`src/swg_params.svh`:
```
// Address map, field positions, reset values and timing constants
`ifndef SWG_PARAMS_SVH
`define SWG_PARAMS_SVH

`define SWG_A_CTRL    8'h00
`define SWG_A_CMD     8'h04
`define SWG_A_STATUS  8'h08
`define SWG_A_AMPL    8'h0C
`define SWG_A_OFFS    8'h10
`define SWG_A_FREQ    8'h14
`define SWG_A_T1      8'h18
`define SWG_A_USTAT   8'h28
`define SWG_A_ISTAT   8'h2C
`define SWG_A_PSTAT   8'h30

`define SWG_CMD_LOAD  0
`define SWG_CMD_START 1
`define SWG_CMD_STOP  2
`define SWG_CMD_ONOFF 3
`define SWG_CMD_CLRAL 4
`define SWG_CMD_CLRER 5

`define SWG_CTRL_TGT  2

`define SWG_ST_OUT    3
`define SWG_ST_RUN    4
`define SWG_ST_ALARM  5
`define SWG_ST_REFUSE 6
`define SWG_ST_REJECT 7
`define SWG_ST_RMODE  8

`define SWG_RST_LEVEL 16'h0000
`define SWG_RST_FREQ  14'h0001
`define SWG_RST_T     29'h0000001
`define SWG_NOMINAL   17'h0FFFF

`define SWG_CLK_HZ    25000000
`define SWG_CLK_NS    40
`define SWG_TICK_NS   100000
`define SWG_TICK_CYC  (`SWG_TICK_NS / `SWG_CLK_NS)
`define SWG_T_MIN     29'd1
`define SWG_T_MAX_S   36000
`define SWG_T_MAX     29'(`SWG_T_MAX_S * 10000)
`define SWG_F_MIN     14'd1
`define SWG_F_MAX     14'd10000
`define SWG_PH_PER_HZ (((64'd1 << 32) + `SWG_CLK_HZ / 2) / `SWG_CLK_HZ)

`endif

```
`src/swg_pkg.sv`:
```
// Types shared by the set-value waveform generator
`default_nettype none
package swg_pkg;
  typedef logic [31:0] swg_word_t;
  typedef logic [15:0] swg_level_t;
  typedef enum logic [2:0] {
    SWG_IDLE  = 3'b000,
    SWG_LOAD  = 3'b001,
    SWG_ARMED = 3'b011,
    SWG_RUN   = 3'b010,
    SWG_OFF   = 3'b110
  } swg_state_e;
  typedef enum logic [1:0] {
    SWG_SINE = 2'h0,
    SWG_TRI  = 2'h1,
    SWG_RECT = 2'h2,
    SWG_TRAP = 2'h3
  } swg_wave_e;
endpackage : swg_pkg
`default_nettype wire

```
`src/swg_core.sv`:
```
// Set-value waveform generator with a classic Wishbone register slave
`timescale 1ns/1ps
`default_nettype none
`include "swg_params.svh"
module swg_core (
  // Clock and reset
  input  wire logic              clk_i,
  input  wire logic              rst_i,
  // Wishbone slave
  input  wire logic              cyc_i,
  input  wire logic              stb_i,
  input  wire logic              we_i,
  input  wire logic [7:0]        adr_i,
  input  wire logic [3:0]        sel_i,
  input  wire swg_pkg::swg_word_t dat_i,
  output logic                   ack_o,
  output swg_pkg::swg_word_t     dat_o,
  // Protection and mode pins, asynchronous
  input  wire logic              dev_alarm_i,
  input  wire logic              overpower_trip_i,
  input  wire logic              overcurrent_trip_i,
  input  wire logic              event_alarm_i,
  input  wire logic              resist_mode_i,
  // Regulator set values and status
  output swg_pkg::swg_level_t    u_set_o,
  output swg_pkg::swg_level_t    i_set_o,
  output swg_pkg::swg_level_t    p_set_o,
  output logic                   out_en_o,
  output logic                   running_o,
  output logic                   alarm_o
);
  import swg_pkg::*;

  localparam logic [11:0] TICK_LAST = 12'(`SWG_TICK_CYC - 1);
  localparam logic [31:0] PH_STEP   = 32'(`SWG_PH_PER_HZ);

  function automatic logic hit(input logic [7:0] a, input logic [7:0] o);
    return a[7:2] == o[7:2];
  endfunction : hit

  function automatic logic t_ok(input logic [28:0] t);
    return t >= `SWG_T_MIN && t <= `SWG_T_MAX;
  endfunction : t_ok

  // Pin synchronisers; only the second stage is read
  logic [4:0] pin_s1_q;
  logic [4:0] pin_s2_q;
  always_ff @(posedge clk_i) begin
    if (rst_i) begin
      pin_s1_q <= 5'h00;
      pin_s2_q <= 5'h00;
    end else begin
      pin_s1_q <= {resist_mode_i, event_alarm_i, overcurrent_trip_i,
                   overpower_trip_i, dev_alarm_i};
      pin_s2_q <= pin_s1_q;
    end
  end
  wire alarm_any = |pin_s2_q[3:0];
  wire resist    = pin_s2_q[4];

  // Bus decode; a write lands on the edge where ack rises
  logic      ack_q;
  swg_word_t dat_q;
  wire       bus_req = cyc_i & stb_i & ~ack_q;
  wire       wr      = bus_req & we_i;
  wire [31:0] be_m   = {{8{sel_i[3]}}, {8{sel_i[2]}},
                        {8{sel_i[1]}}, {8{sel_i[0]}}};
  wire       par_we  = wr & ~out_en_o;
  wire       cmd_wr  = wr & hit(adr_i, `SWG_A_CMD) & sel_i[0];
  wire       load_p  = cmd_wr & dat_i[`SWG_CMD_LOAD];
  wire       start_p = cmd_wr & dat_i[`SWG_CMD_START];
  wire       stop_p  = cmd_wr & dat_i[`SWG_CMD_STOP];
  wire       onoff_p = cmd_wr & dat_i[`SWG_CMD_ONOFF];
  wire       clr_al  = cmd_wr & dat_i[`SWG_CMD_CLRAL];
  wire       clr_er  = cmd_wr & dat_i[`SWG_CMD_CLRER];

  function automatic swg_word_t upd(input swg_word_t old);
    return (old & ~be_m) | (dat_i & be_m);
  endfunction : upd

  // Staged parameters, writable only while the output is off
  logic [2:0]  ctrl_q;
  swg_level_t  amp_q, offs_q, su_q, si_q, sp_q;
  logic [13:0] freq_q;
  logic [28:0] t_q [4];
  always_ff @(posedge clk_i) begin
    if (rst_i) begin
      ctrl_q <= 3'h0;
      amp_q  <= `SWG_RST_LEVEL;
      offs_q <= `SWG_RST_LEVEL;
      freq_q <= `SWG_RST_FREQ;
      su_q   <= `SWG_RST_LEVEL;
      si_q   <= `SWG_RST_LEVEL;
      sp_q   <= `SWG_RST_LEVEL;
    end else if (par_we) begin
      if (hit(adr_i, `SWG_A_CTRL) && !resist)
        ctrl_q <= 3'(upd(32'(ctrl_q)));
      if (hit(adr_i, `SWG_A_AMPL)) amp_q <= 16'(upd(32'(amp_q)));
      if (hit(adr_i, `SWG_A_OFFS)) offs_q <= 16'(upd(32'(offs_q)));
      if (hit(adr_i, `SWG_A_FREQ)) freq_q <= 14'(upd(32'(freq_q)));
      if (hit(adr_i, `SWG_A_USTAT)) su_q <= 16'(upd(32'(su_q)));
      if (hit(adr_i, `SWG_A_ISTAT)) si_q <= 16'(upd(32'(si_q)));
      if (hit(adr_i, `SWG_A_PSTAT)) sp_q <= 16'(upd(32'(sp_q)));
    end
  end

  // Four interval registers, one word each from T1 upward
  for (genvar g = 0; g < 4; g++) begin : g_tw
    always_ff @(posedge clk_i) begin
      if (rst_i)
        t_q[g] <= `SWG_RST_T;
      else if (par_we && hit(adr_i, `SWG_A_T1 + 8'(4 * g)))
        t_q[g] <= 29'(upd(32'(t_q[g])));
    end
  end

  // Range checks made before a load is accepted
  wire [16:0] span_w  = {1'b0, offs_q} + {1'b0, amp_q};
  wire ok_span = span_w <= `SWG_NOMINAL;
  wire ok_sine = offs_q >= amp_q
               && freq_q >= `SWG_F_MIN && freq_q <= `SWG_F_MAX;
  wire ok_t    = t_ok(t_q[0]) && t_ok(t_q[1])
               && (ctrl_q[1:0] != SWG_TRAP
                   || (t_ok(t_q[2]) && t_ok(t_q[3])));
  wire par_ok  = ok_span && (ctrl_q[1:0] == SWG_SINE ? ok_sine : ok_t);

  // Sequencer
  swg_state_e state_q, state_d;
  wire idle_off = state_q == SWG_IDLE || state_q == SWG_OFF;
  wire go_ok    = ~resist & ~alarm_any;
  wire load_go  = load_p & idle_off & par_ok & go_ok;
  wire start_go = (start_p | onoff_p) & go_ok;
  always_comb begin
    state_d = state_q;
    case (state_q)
      SWG_IDLE: begin
        if (load_go) state_d = SWG_LOAD;
      end
      SWG_LOAD: begin
        state_d = SWG_ARMED;
      end
      SWG_ARMED: begin
        if (onoff_p) state_d = SWG_OFF;
        else if (start_p && go_ok) state_d = SWG_RUN;
      end
      SWG_RUN: begin
        if (onoff_p) state_d = SWG_OFF;
        else if (stop_p) state_d = SWG_ARMED;
      end
      SWG_OFF: begin
        if (load_go) state_d = SWG_LOAD;
        else if (start_go) state_d = SWG_RUN;
      end
      default: state_d = SWG_IDLE;
    endcase
    if (alarm_any && state_q != SWG_IDLE) state_d = SWG_OFF;
  end
  wire run       = state_q == SWG_RUN;
  wire start_run = state_d == SWG_RUN && !run;
  wire refuse    = start_p & ((state_q == SWG_IDLE) | (state_q == SWG_LOAD)
                              | ~go_ok);
  wire reject    = load_p & ~load_go;

  // State, output enable and sticky flags; a set beats a clear
  logic refused_q, rejected_q;
  always_ff @(posedge clk_i) begin
    if (rst_i) begin
      state_q    <= SWG_IDLE;
      out_en_o   <= 1'b0;
      running_o  <= 1'b0;
      alarm_o    <= 1'b0;
      refused_q  <= 1'b0;
      rejected_q <= 1'b0;
    end else begin
      state_q    <= state_d;
      out_en_o   <= state_d == SWG_ARMED || state_d == SWG_RUN;
      running_o  <= state_d == SWG_RUN;
      alarm_o    <= alarm_any | (alarm_o & ~clr_al);
      refused_q  <= refuse | (refused_q & ~clr_er);
      rejected_q <= reject | (rejected_q & ~clr_er);
    end
  end

  // Working copy taken at load; a running waveform never sees edits
  logic       w_tgt_q;
  swg_wave_e  w_wave_q;
  swg_level_t w_amp_q, w_offs_q, w_u_q, w_i_q, w_p_q;
  logic [31:0] w_inc_q;
  logic [28:0] w_t_q [4];
  always_ff @(posedge clk_i) begin
    if (rst_i) begin
      w_tgt_q  <= 1'b0;
      w_wave_q <= SWG_SINE;
      w_amp_q  <= `SWG_RST_LEVEL;
      w_offs_q <= `SWG_RST_LEVEL;
      w_u_q    <= `SWG_RST_LEVEL;
      w_i_q    <= `SWG_RST_LEVEL;
      w_p_q    <= `SWG_RST_LEVEL;
      w_inc_q  <= 32'h00000000;
      w_t_q    <= '{default: `SWG_RST_T};
    end else if (load_go) begin
      w_tgt_q  <= ctrl_q[`SWG_CTRL_TGT];
      w_wave_q <= swg_wave_e'(ctrl_q[1:0]);
      w_amp_q  <= amp_q;
      w_offs_q <= offs_q;
      w_u_q    <= su_q;
      w_i_q    <= si_q;
      w_p_q    <= sp_q;
      w_inc_q  <= 32'(freq_q) * PH_STEP;
      w_t_q    <= t_q;
    end
  end

  // Common 0.1 ms timebase, restarted with each run
  logic [11:0] tick_cnt_q;
  logic [28:0] el_q;
  logic [1:0]  ph_q;
  logic        div_go_q;
  wire tick_w = run && tick_cnt_q == TICK_LAST;
  wire [28:0] cur_t = w_t_q[ph_q];
  wire [28:0] el_nx = el_q + 29'd1;
  wire seg_end = el_nx == cur_t;
  wire [1:0] ph_last = w_wave_q == SWG_TRAP ? 2'h3 : 2'h1;
  always_ff @(posedge clk_i) begin
    if (rst_i || start_run) begin
      tick_cnt_q <= 12'h000;
      el_q       <= 29'h0000000;
      ph_q       <= 2'h0;
    end else if (tick_w) begin
      tick_cnt_q <= 12'h000;
      el_q       <= seg_end ? 29'h0000000 : el_nx;
      if (seg_end)
        ph_q <= ph_q == ph_last ? 2'h0 : ph_q + 2'h1;
    end else begin
      tick_cnt_q <= tick_cnt_q + 12'h001;
    end
  end

  // Divider for amp*elapsed/interval; 16 steps fit well inside a tick
  logic [44:0] rem_q;
  swg_level_t  quo_q;
  logic [4:0]  dcnt_q;
  logic        done_q;
  wire [44:0] dsh_w = {cur_t, 16'h0000} >> (5'd17 - dcnt_q);
  wire        ge_w  = rem_q >= dsh_w;
  always_ff @(posedge clk_i) begin
    if (rst_i) begin
      div_go_q <= 1'b0;
      rem_q    <= 45'h0;
      quo_q    <= 16'h0000;
      dcnt_q   <= 5'h00;
      done_q   <= 1'b0;
    end else begin
      div_go_q <= tick_w | start_run;
      done_q   <= dcnt_q == 5'h01;
      if (div_go_q) begin
        rem_q  <= 45'(w_amp_q) * 45'(el_q);
        dcnt_q <= 5'h10;
      end else if (dcnt_q != 5'h00) begin
        rem_q  <= ge_w ? rem_q - dsh_w : rem_q;
        quo_q  <= {quo_q[14:0], ge_w};
        dcnt_q <= dcnt_q - 5'h01;
      end
    end
  end

  // Segment kind: 0 rise, 1 top, 2 fall, 3 foot
  wire [1:0] kind = w_wave_q == SWG_TRI  ? {ph_q[0], 1'b0}
                  : w_wave_q == SWG_RECT ? {ph_q[0], 1'b1}
                  : ph_q;
  wire [15:0] top_w = w_offs_q + w_amp_q;
  wire [15:0] ramp_w = kind == 2'h0 ? w_offs_q + quo_q
                     : kind == 2'h1 ? top_w
                     : kind == 2'h2 ? top_w - quo_q
                     : w_offs_q;

  // Sine by parabola per half wave; coarse but needs no table
  logic [31:0] ph_acc_q;
  logic [14:0] mag_q;
  logic        half_q;
  wire [15:0] x_w   = ph_acc_q[30:15];
  wire [31:0] sq_w  = 32'(x_w) * 32'(16'hFFFF - x_w);
  wire [30:0] tm_w  = 31'(w_amp_q) * 31'(mag_q);
  wire [15:0] sin_w = half_q ? w_offs_q - tm_w[30:15]
                             : w_offs_q + tm_w[30:15];
  wire is_sine = w_wave_q == SWG_SINE;

  // Waveform level and its validity within the run
  swg_level_t lvl_q;
  logic       lvl_ok_q;
  always_ff @(posedge clk_i) begin
    if (rst_i || !run) begin
      ph_acc_q <= 32'h00000000;
      mag_q    <= 15'h0000;
      half_q   <= 1'b0;
      lvl_q    <= `SWG_RST_LEVEL;
      lvl_ok_q <= 1'b0;
    end else begin
      ph_acc_q <= ph_acc_q + w_inc_q;
      mag_q    <= sq_w[29:15];
      half_q   <= ph_acc_q[31];
      if (is_sine) lvl_q <= sin_w;
      else if (done_q) lvl_q <= ramp_w;
      lvl_ok_q <= lvl_ok_q | done_q | is_sine;
    end
  end

  // Set values: waveform on the chosen one, the rest as static limits
  wire live = run && lvl_ok_q;
  always_ff @(posedge clk_i) begin
    if (rst_i) begin
      u_set_o <= `SWG_RST_LEVEL;
      i_set_o <= `SWG_RST_LEVEL;
      p_set_o <= `SWG_RST_LEVEL;
    end else begin
      u_set_o <= (live && !w_tgt_q) ? lvl_q : w_u_q;
      i_set_o <= (live && w_tgt_q) ? lvl_q
               : (w_tgt_q ? `SWG_RST_LEVEL : w_i_q);
      p_set_o <= w_p_q;
    end
  end

  // Read mux and ack; unmapped words read zero
  wire [31:0] st_w = 32'({resist, rejected_q, refused_q, alarm_o,
                          running_o, out_en_o, state_q});
  wire [31:0] rd_w =
      hit(adr_i, `SWG_A_CTRL)   ? 32'(ctrl_q)
    : hit(adr_i, `SWG_A_STATUS) ? st_w
    : hit(adr_i, `SWG_A_AMPL)   ? 32'(amp_q)
    : hit(adr_i, `SWG_A_OFFS)   ? 32'(offs_q)
    : hit(adr_i, `SWG_A_FREQ)   ? 32'(freq_q)
    : hit(adr_i, `SWG_A_USTAT)  ? 32'(su_q)
    : hit(adr_i, `SWG_A_ISTAT)  ? 32'(si_q)
    : hit(adr_i, `SWG_A_PSTAT)  ? 32'(sp_q)
    : (adr_i >= `SWG_A_T1 && adr_i < `SWG_A_USTAT)
                                ? 32'(t_q[adr_i[3:2] - 2'h2])
    : 32'h00000000;
  always_ff @(posedge clk_i) begin
    if (rst_i) begin
      ack_q <= 1'b0;
      dat_q <= 32'h00000000;
    end else begin
      ack_q <= bus_req;
      dat_q <= (bus_req && !we_i) ? rd_w : 32'h00000000;
    end
  end
  assign ack_o = ack_q;
  assign dat_o = dat_q;
endmodule : swg_core
`default_nettype wire

```
`config.mk`:
```
export PLATFORM = sky130hd
export DESIGN_NAME = swg_core
export DESIGN_NICKNAME = d
export VERILOG_FILES = /design/src/swg_pkg.sv /design/src/swg_core.sv
export VERILOG_INCLUDE_DIRS = /design/src
export SDC_FILE = /design/constraint.sdc
export NUM_CORES = 2
export LEC_CHECK = 0
export BUFFER_PORTS_ARGS = -buffer_cell sky130_fd_sc_hd__buf_2
export CAP_MARGIN = 10
export CORE_MARGIN = 2
export CORE_UTILIZATION = 53
export CTS_BUF_LIST = sky130_fd_sc_hd__clkbuf_8
export CTS_CLUSTER_DIAMETER = 40
export DETAILED_ROUTE_END_ITERATION = 10
export PLACE_DENSITY = 0.78
export SKIP_CTS_REPAIR_TIMING = 1
export SLEW_MARGIN = 20
export SYNTH_ARGS = -nofsm -noshare
export SYNTH_HDL_FRONTEND = slang
export SYNTH_SLANG_ARGS = --single-unit
```
`constraint.sdc`:
```
create_clock -name clk_i -period 12.9 [get_ports clk_i]
set_input_delay 1.29 -clock clk_i [delete_from_list [all_inputs] [get_ports clk_i]]
set_output_delay 1.29 -clock clk_i [all_outputs]
set_load 0.02 [all_outputs]
```
## Word level (Yosys, flattened, before mapping)

Cells that the tools add are included.

| word-level totals | value |
|---|---|
| bits of input ports | 54 |
| register bits | 707 |
| output and inout port bits | 84 |
| word-level logic and storage cells | 292 |

| cells by class | value |
|---|---|
| bitwise logic cells | 68 |
| $mul | 4 |
| equal/unequal tests | 28 |
| shift-type cells | 1 |
| reductions and logical operators | 61 |
| $add $sub $neg | 15 |
| multiplexer cells | 44 |
| magnitude comparators | 17 |

Operators with widths:

| kind | number |
|---|---|
| $mux 16 | 16 |
| $and 29x29->29 | 5 |
| $mux 29 | 5 |
| $mux 45 | 3 |
| $bmux 29 s2 | 2 |
| $ge 29x1->1 const B | 4 |
| $le 29x29->1 const B | 4 |
| $or 29x29->29 | 4 |
| $and 16x16->16 | 5 |
| $or 16x16->16 | 5 |
| $add 16x16->16 | 3 |
| $ge 45x45->1 | 1 |
| $mul 16x29->45 | 1 |
| $shr 45x5->45 | 1 |
| $sub 45x45->45 | 1 |
| $add 32x22->32 | 1 |
| $sub 16x16->16 | 2 |
| $mul 16x15->31 | 1 |
| $eq 6x4->1 const B | 5 |
| $mul 17x17->30 | 1 |
| $add 29x1->29 const B | 1 |
| $eq 29x29->1 | 1 |
| $not 29->29 | 1 |
| $mux 3 | 9 |
| other kinds (55) | 156 |

## Logic depth before layout (Yosys ltp)

| logic depth | value |
|---|---|
| depth in word-level cells | 16 |
| gate-level depth with buffers | 37 |
| gate-level depth less buffers | 35 |

## Worst setup path after synthesis

Ideal clock, no wire load.

| timing path | value |
|---|---|
| path kind | register to register |
| start point | reg w_amp_q[6] |
| end point | reg lvl_q[15] |
| data arrival time | 8714 ps |
| cell stages (with the launch flop) | 34 |
| period minus slack after synthesis | 8806 ps |
| required time | 12808 ps |
| slack | 4094 ps |
| setup time | 92 ps |
| path buffers | 2 |
| cell sequence | dfxtp_1 -> clkbuf_1 -> clkbuf_1 -> nand2_1 -> fa_1 -> inv_1 -> fa_1 -> fa_1 -> fa_1 -> fa_1 -> inv_1 -> fa_1 -> inv_1 -> ha_1 -> and2_1 -> and4_1 -> nand4_1 -> nand3_1 -> xnor2_1 -> nor4bb_1 -> a21oi_1 -> a2bb2oi_1 -> o22ai_1 -> xor2_1 -> ha_1 -> or2_2 -> o311ai_0 -> o211ai_1 -> nand2_1 -> o211ai_1 -> xnor2_1 -> o31ai_1 -> or4_1 -> nor4_1 |

| on the way | value |
|---|---|
| word-level cells in the longest chain between the ends | 7 |
| elaborated cells on any way between the ends | 11 |
| those cells by class | 4 x add/sub; 1 x mul; 6 x mux |

RTL lines:

| element | line | text |
|---|---|---|
| start, declared | swg_core.sv:187 | `swg_level_t w_amp_q, w_offs_q, w_u_q, w_i_q, w_p_q;` |
| start signal, assigned | swg_core.sv:194 | `` w_amp_q <= `SWG_RST_LEVEL; `` |
| start signal, assigned | swg_core.sv:204 | `w_amp_q <= amp_q;` |
| branches (longest 6 deep; another with $mul 16x15->31) | n/a |  |
| $mux 16 * | swg_core.sv:302 | `if (is_sine) lvl_q <= sin_w;` |
| end signal, assigned | swg_core.sv:296 | `` lvl_q <= `SWG_RST_LEVEL; `` |
| end signal, assigned | swg_core.sv:302 |  |
| end signal, assigned | swg_core.sv:303 | `else if (done_q) lvl_q <= ramp_w;` |
| end, declared | swg_core.sv:289 | `swg_level_t lvl_q;` |

Every way passes the cells marked *. The select of a mux whose other input is x is not followed.
A chain may end at the register's enable or synchronous reset.

## Worst setup path after layout

| timing path | value |
|---|---|
| start point | reg mag_q[8] |
| end point | reg lvl_q[15] |

| on the way | value |
|---|---|
| word-level cells in the longest chain between the ends | 4 |
| elaborated cells on any way between the ends | 5 |
| those cells by class | 2 x add/sub; 1 x mul; 2 x mux |

RTL lines:

| element | line | text |
|---|---|---|
| start, declared | swg_core.sv:279 | `logic [14:0] mag_q;` |
| start signal, assigned | swg_core.sv:300 | `mag_q <= sq_w[29:15];` |
| $mul 16x15->31 * | swg_core.sv:283 | `wire [30:0] tm_w = 31'(w_amp_q) * 31'(mag_q);` |
| $add 16x16->16 / $sub 16x16->16 (equally long branches) | swg_core.sv:285, swg_core.sv:284 |  |
| $mux 16 * | swg_core.sv:284 | `wire [15:0] sin_w = half_q ? w_offs_q - tm_w[30:15]` |
| $mux 16 * | swg_core.sv:302 |  |

Mark *: on every way between the ends. The rest lies on a longest branch, timed or not.

==> metrics.yaml <==
status: "finished clean"
tightest_slew_ps: 1140
synth-seq-area-share_pct: 20.2
clk_latency_ps: 900
cpPeakStageDelay_ps: 870
drtIter0Drc: 6111
setup-tns-final_ps: 0
wirelength_um: 208000
power.leakage_nw: 32.6
die_h_um: 366
clockBufferDepth: 3
slew_headroom_pct: 23.7
seq_power_share_pct: 26.5
hold_viol: 0
coreArea_um2: 130000
drtPass1Iterations: 8
cts_tree: "done"
synthCells: 8477
start_util_pct: 53.6
hold-path-cell-count: 1
gr-usage-met2_pct: 48.9
postPlaceCellArea_um2: 71200
r2r_cells: 32
clock_sinks: 702
vias: 60700
crit_path_top_delay_cell: "dfxtp_1"
antenna_found_initial: 3
syn_area_um2: 69500
rsz0062_at_grt: "false"
worst_setup_path_end_kind: "flip-flop"
rr_startpoint: "mag_q[8]$_SDFF_PP0_"
cts-root-buf: "clkbuf_8"
drcViolationCount: 0
cts.clk_slew.worst_paths_ps: 60
io_buffers: 129
io_pins: 138
ys_types: 90
die_w_um: 366
timing.fmax_mhz: 98.0
wl_per_cell_um: 20.4
met1_usage_pct: 40.0
fin_skew_ps: 60.6
yosysWarnings: 0
power.density_nw_per_um2: 117
hpwl_um: 155000
synth_ff_type: "dfxtp_1"
area_growth_syn_to_layout_pct: 6.22
cts_buffers: 130
synth_seq_cells: 702
rr_endpoint: "lvl_q[15]$_SDFFE_PP0P_"
viasPerCell: 5.97
final_area_um2: 73900
p_sw_share_pct: 43.1
r2r_slack_ps: 2690
crit_path_max_fanout: 16
switchingPower_mw: 3.73
grt-ovfl-total: 0
report.final.setup_viol: 0
fin_nets: 9707
fp-row-count: 132
hp-class: "flip-flop to flip-flop"
post-route-period-util_pct: 79.1
grt_pass1_wl_um: 329000
cp_common_cell: "fa_1"
critical_path_class: "flip-flop to flip-flop"
synth_edf_count: 0
drive_gt1_share_pct: 6.48
use_met3_pct: 5.51
dieArea_um2: 134000
maxCapViolCount: 0
grt_max_degree: 178
avgSynthCellArea_um2: 8.20
pwr-share-comb_pct: 48.0
synth-async-reset-ratio_pct: 0
p_int_mw: 4.92
required_ps: 13680
holdCritStartpoint: "pin_s1_q[2]$_SDFF_PP0_"
slew_viol_final: 0
whs_endpoint: "pin_s2_q[2]$_SDFF_PP0_"
grt_usage_pct: 30.6
start_kind: "flip-flop"
grt_pass1_vias: 60400
gp_congestion: 0.996
clkPwrFrac_pct: 25.5
ir_drop_mv: 0.168
busiest_layer: "met2"
fin_crit_ps: 10210
antenna_left: 0
timing.critical_path.arrival_ps: 10980
htree_levels: 4
## layer usage
metal / up-vias / share of wire, %
li1: 27500 / -
met1: 29500 / 40
met2: 2955 / 45
met3: 693 / 9.3
met4: 0 / 5.5
met5: - / 0
## stage by stage
| step | power (mW) | std cells | utilization [%] | hold WS [ps] | setup WS (ps) |
|---|---|---|---|---|---|
| final | 8.66 | 10200 | 56.9 | 433 | 2690 |
| after detailed placement | 6.35 | 9936 | 54.8 | 420 | 2900 |
| after global placement | 6.30 | 9936 | 54.8 | 419 | 3160 |
| after global routing | 9.14 | 10200 | 56.9 | 461 | 2080 |
| after CTS | 8.55 | 10200 | 56.9 | 428 | 2810 |
| after floorplan | 5.36 | 8480 | - | 414 | 4090 |
## cell families (layout without fill, tap and decap cells)
group                      after synthesis  in the layout  share of synthesized area (%)
and+or+nand+nor                       3104           3104                           20.3
buffers and inverters                 1477           1421                           8.08
AOI/OAI and AO/OA                     1466           1466                           12.9
adders and majority gates             1329           1329                           32.1
DFF                                    702            702                           20.2
xor gates and xnor gates               259            259                           3.36
muxes                                  139            139                           3.06
other                                    1              8                        0.00539
## power groups by stage
stage	sequential, mW	combinational [mW]	clock (mW)
finish	2.29	4.15	2.21
CTS	2.29	4.04	2.23
global placement	2.33	3.96	0
detailed placement	2.33	4.02	0
floorplan	2.32	3.04	0
global route	2.29	4.52	2.33
## cells in the mapped netlist (all sizes together) (70+ instances only)
master | number | share of area (%)
nand2 | 1558 | 8.4
inv | 961 | 5.2
fa | 757 | 22
dfxtp | 702 | 20
a21oi | 692 | 5.0
ha | 570 | 10
clkbuf | 441 | 2.4
nor2 | 429 | 2.3
and2 | 295 | 2.7
nand3 | 287 | 2.1
o21ai | 213 | 1.5
xnor2 | 176 | 2.2
nor3 | 106 | 0.77
a21o | 102 | 1.1
nor2b | 101 | 0.91
xor2 | 78 | 0.98
mux2i | 75 | 1.1
buf | 70 | 0.48
## critical path, delay by kind of cell, from the launching register on
family | cells | cell delay [ps]
compound gates | 8 | 1770
buf+inv | 3 | 150
fa+ha+maj | 8 | 3760
simple gates | 10 | 2620
xor+xnor | 3 | 910
flops | 1 | 870
## how the worst max path moves through the flow
stage / from / endpoint / slack (ps)
4_1_cts: mag_q[8]$_SDFF_PP0_ / lvl_q[15]$_SDFFE_PP0P_ / 2810
6_report: mag_q[8]$_SDFF_PP0_ / lvl_q[15]$_SDFFE_PP0P_ / 2690
3_5_place_dp: mag_q[8]$_SDFF_PP0_ / lvl_q[15]$_SDFFE_PP0P_ / 2900
2_1_floorplan: w_amp_q[6]$_SDFFE_PP0P_ / lvl_q[15]$_SDFFE_PP0P_ / 4090
5_1_grt: mag_q[8]$_SDFF_PP0_ / lvl_q[15]$_SDFFE_PP0P_ / 2080
3_3_place_gp: w_amp_q[4]$_SDFFE_PP0P_ / lvl_q[15]$_SDFFE_PP0P_ / 3160
## area by class of cell
cell class                      count  area, um2
Clock inverter                     76        537
Fill cell                       11700      56000
Clock buffer                      154       2120
Antenna cell                        4       10.0
Timing Repair Buffer              225       1390
Sequential cell                   702      14100
Multi-Input combinational cell   6301      49900
Tap cell                         1742       2180
Inverter                          966       3630
## placed cells by master (no fill, tap or decap), types with 102 or more instances in the layout
cell type  count
nand2_1     1557
inv_1        987
fa_1         757
dfxtp_1      695
a21oi_1      690
ha_1         570
nor2_1       426
and2_1       295
nand3_1      287
o21ai_0      208
xnor2_1      175
clkbuf_8     154
buf_2        128
nor3_1       105
a21o_1       102
(Power assumes the default switching activity.)
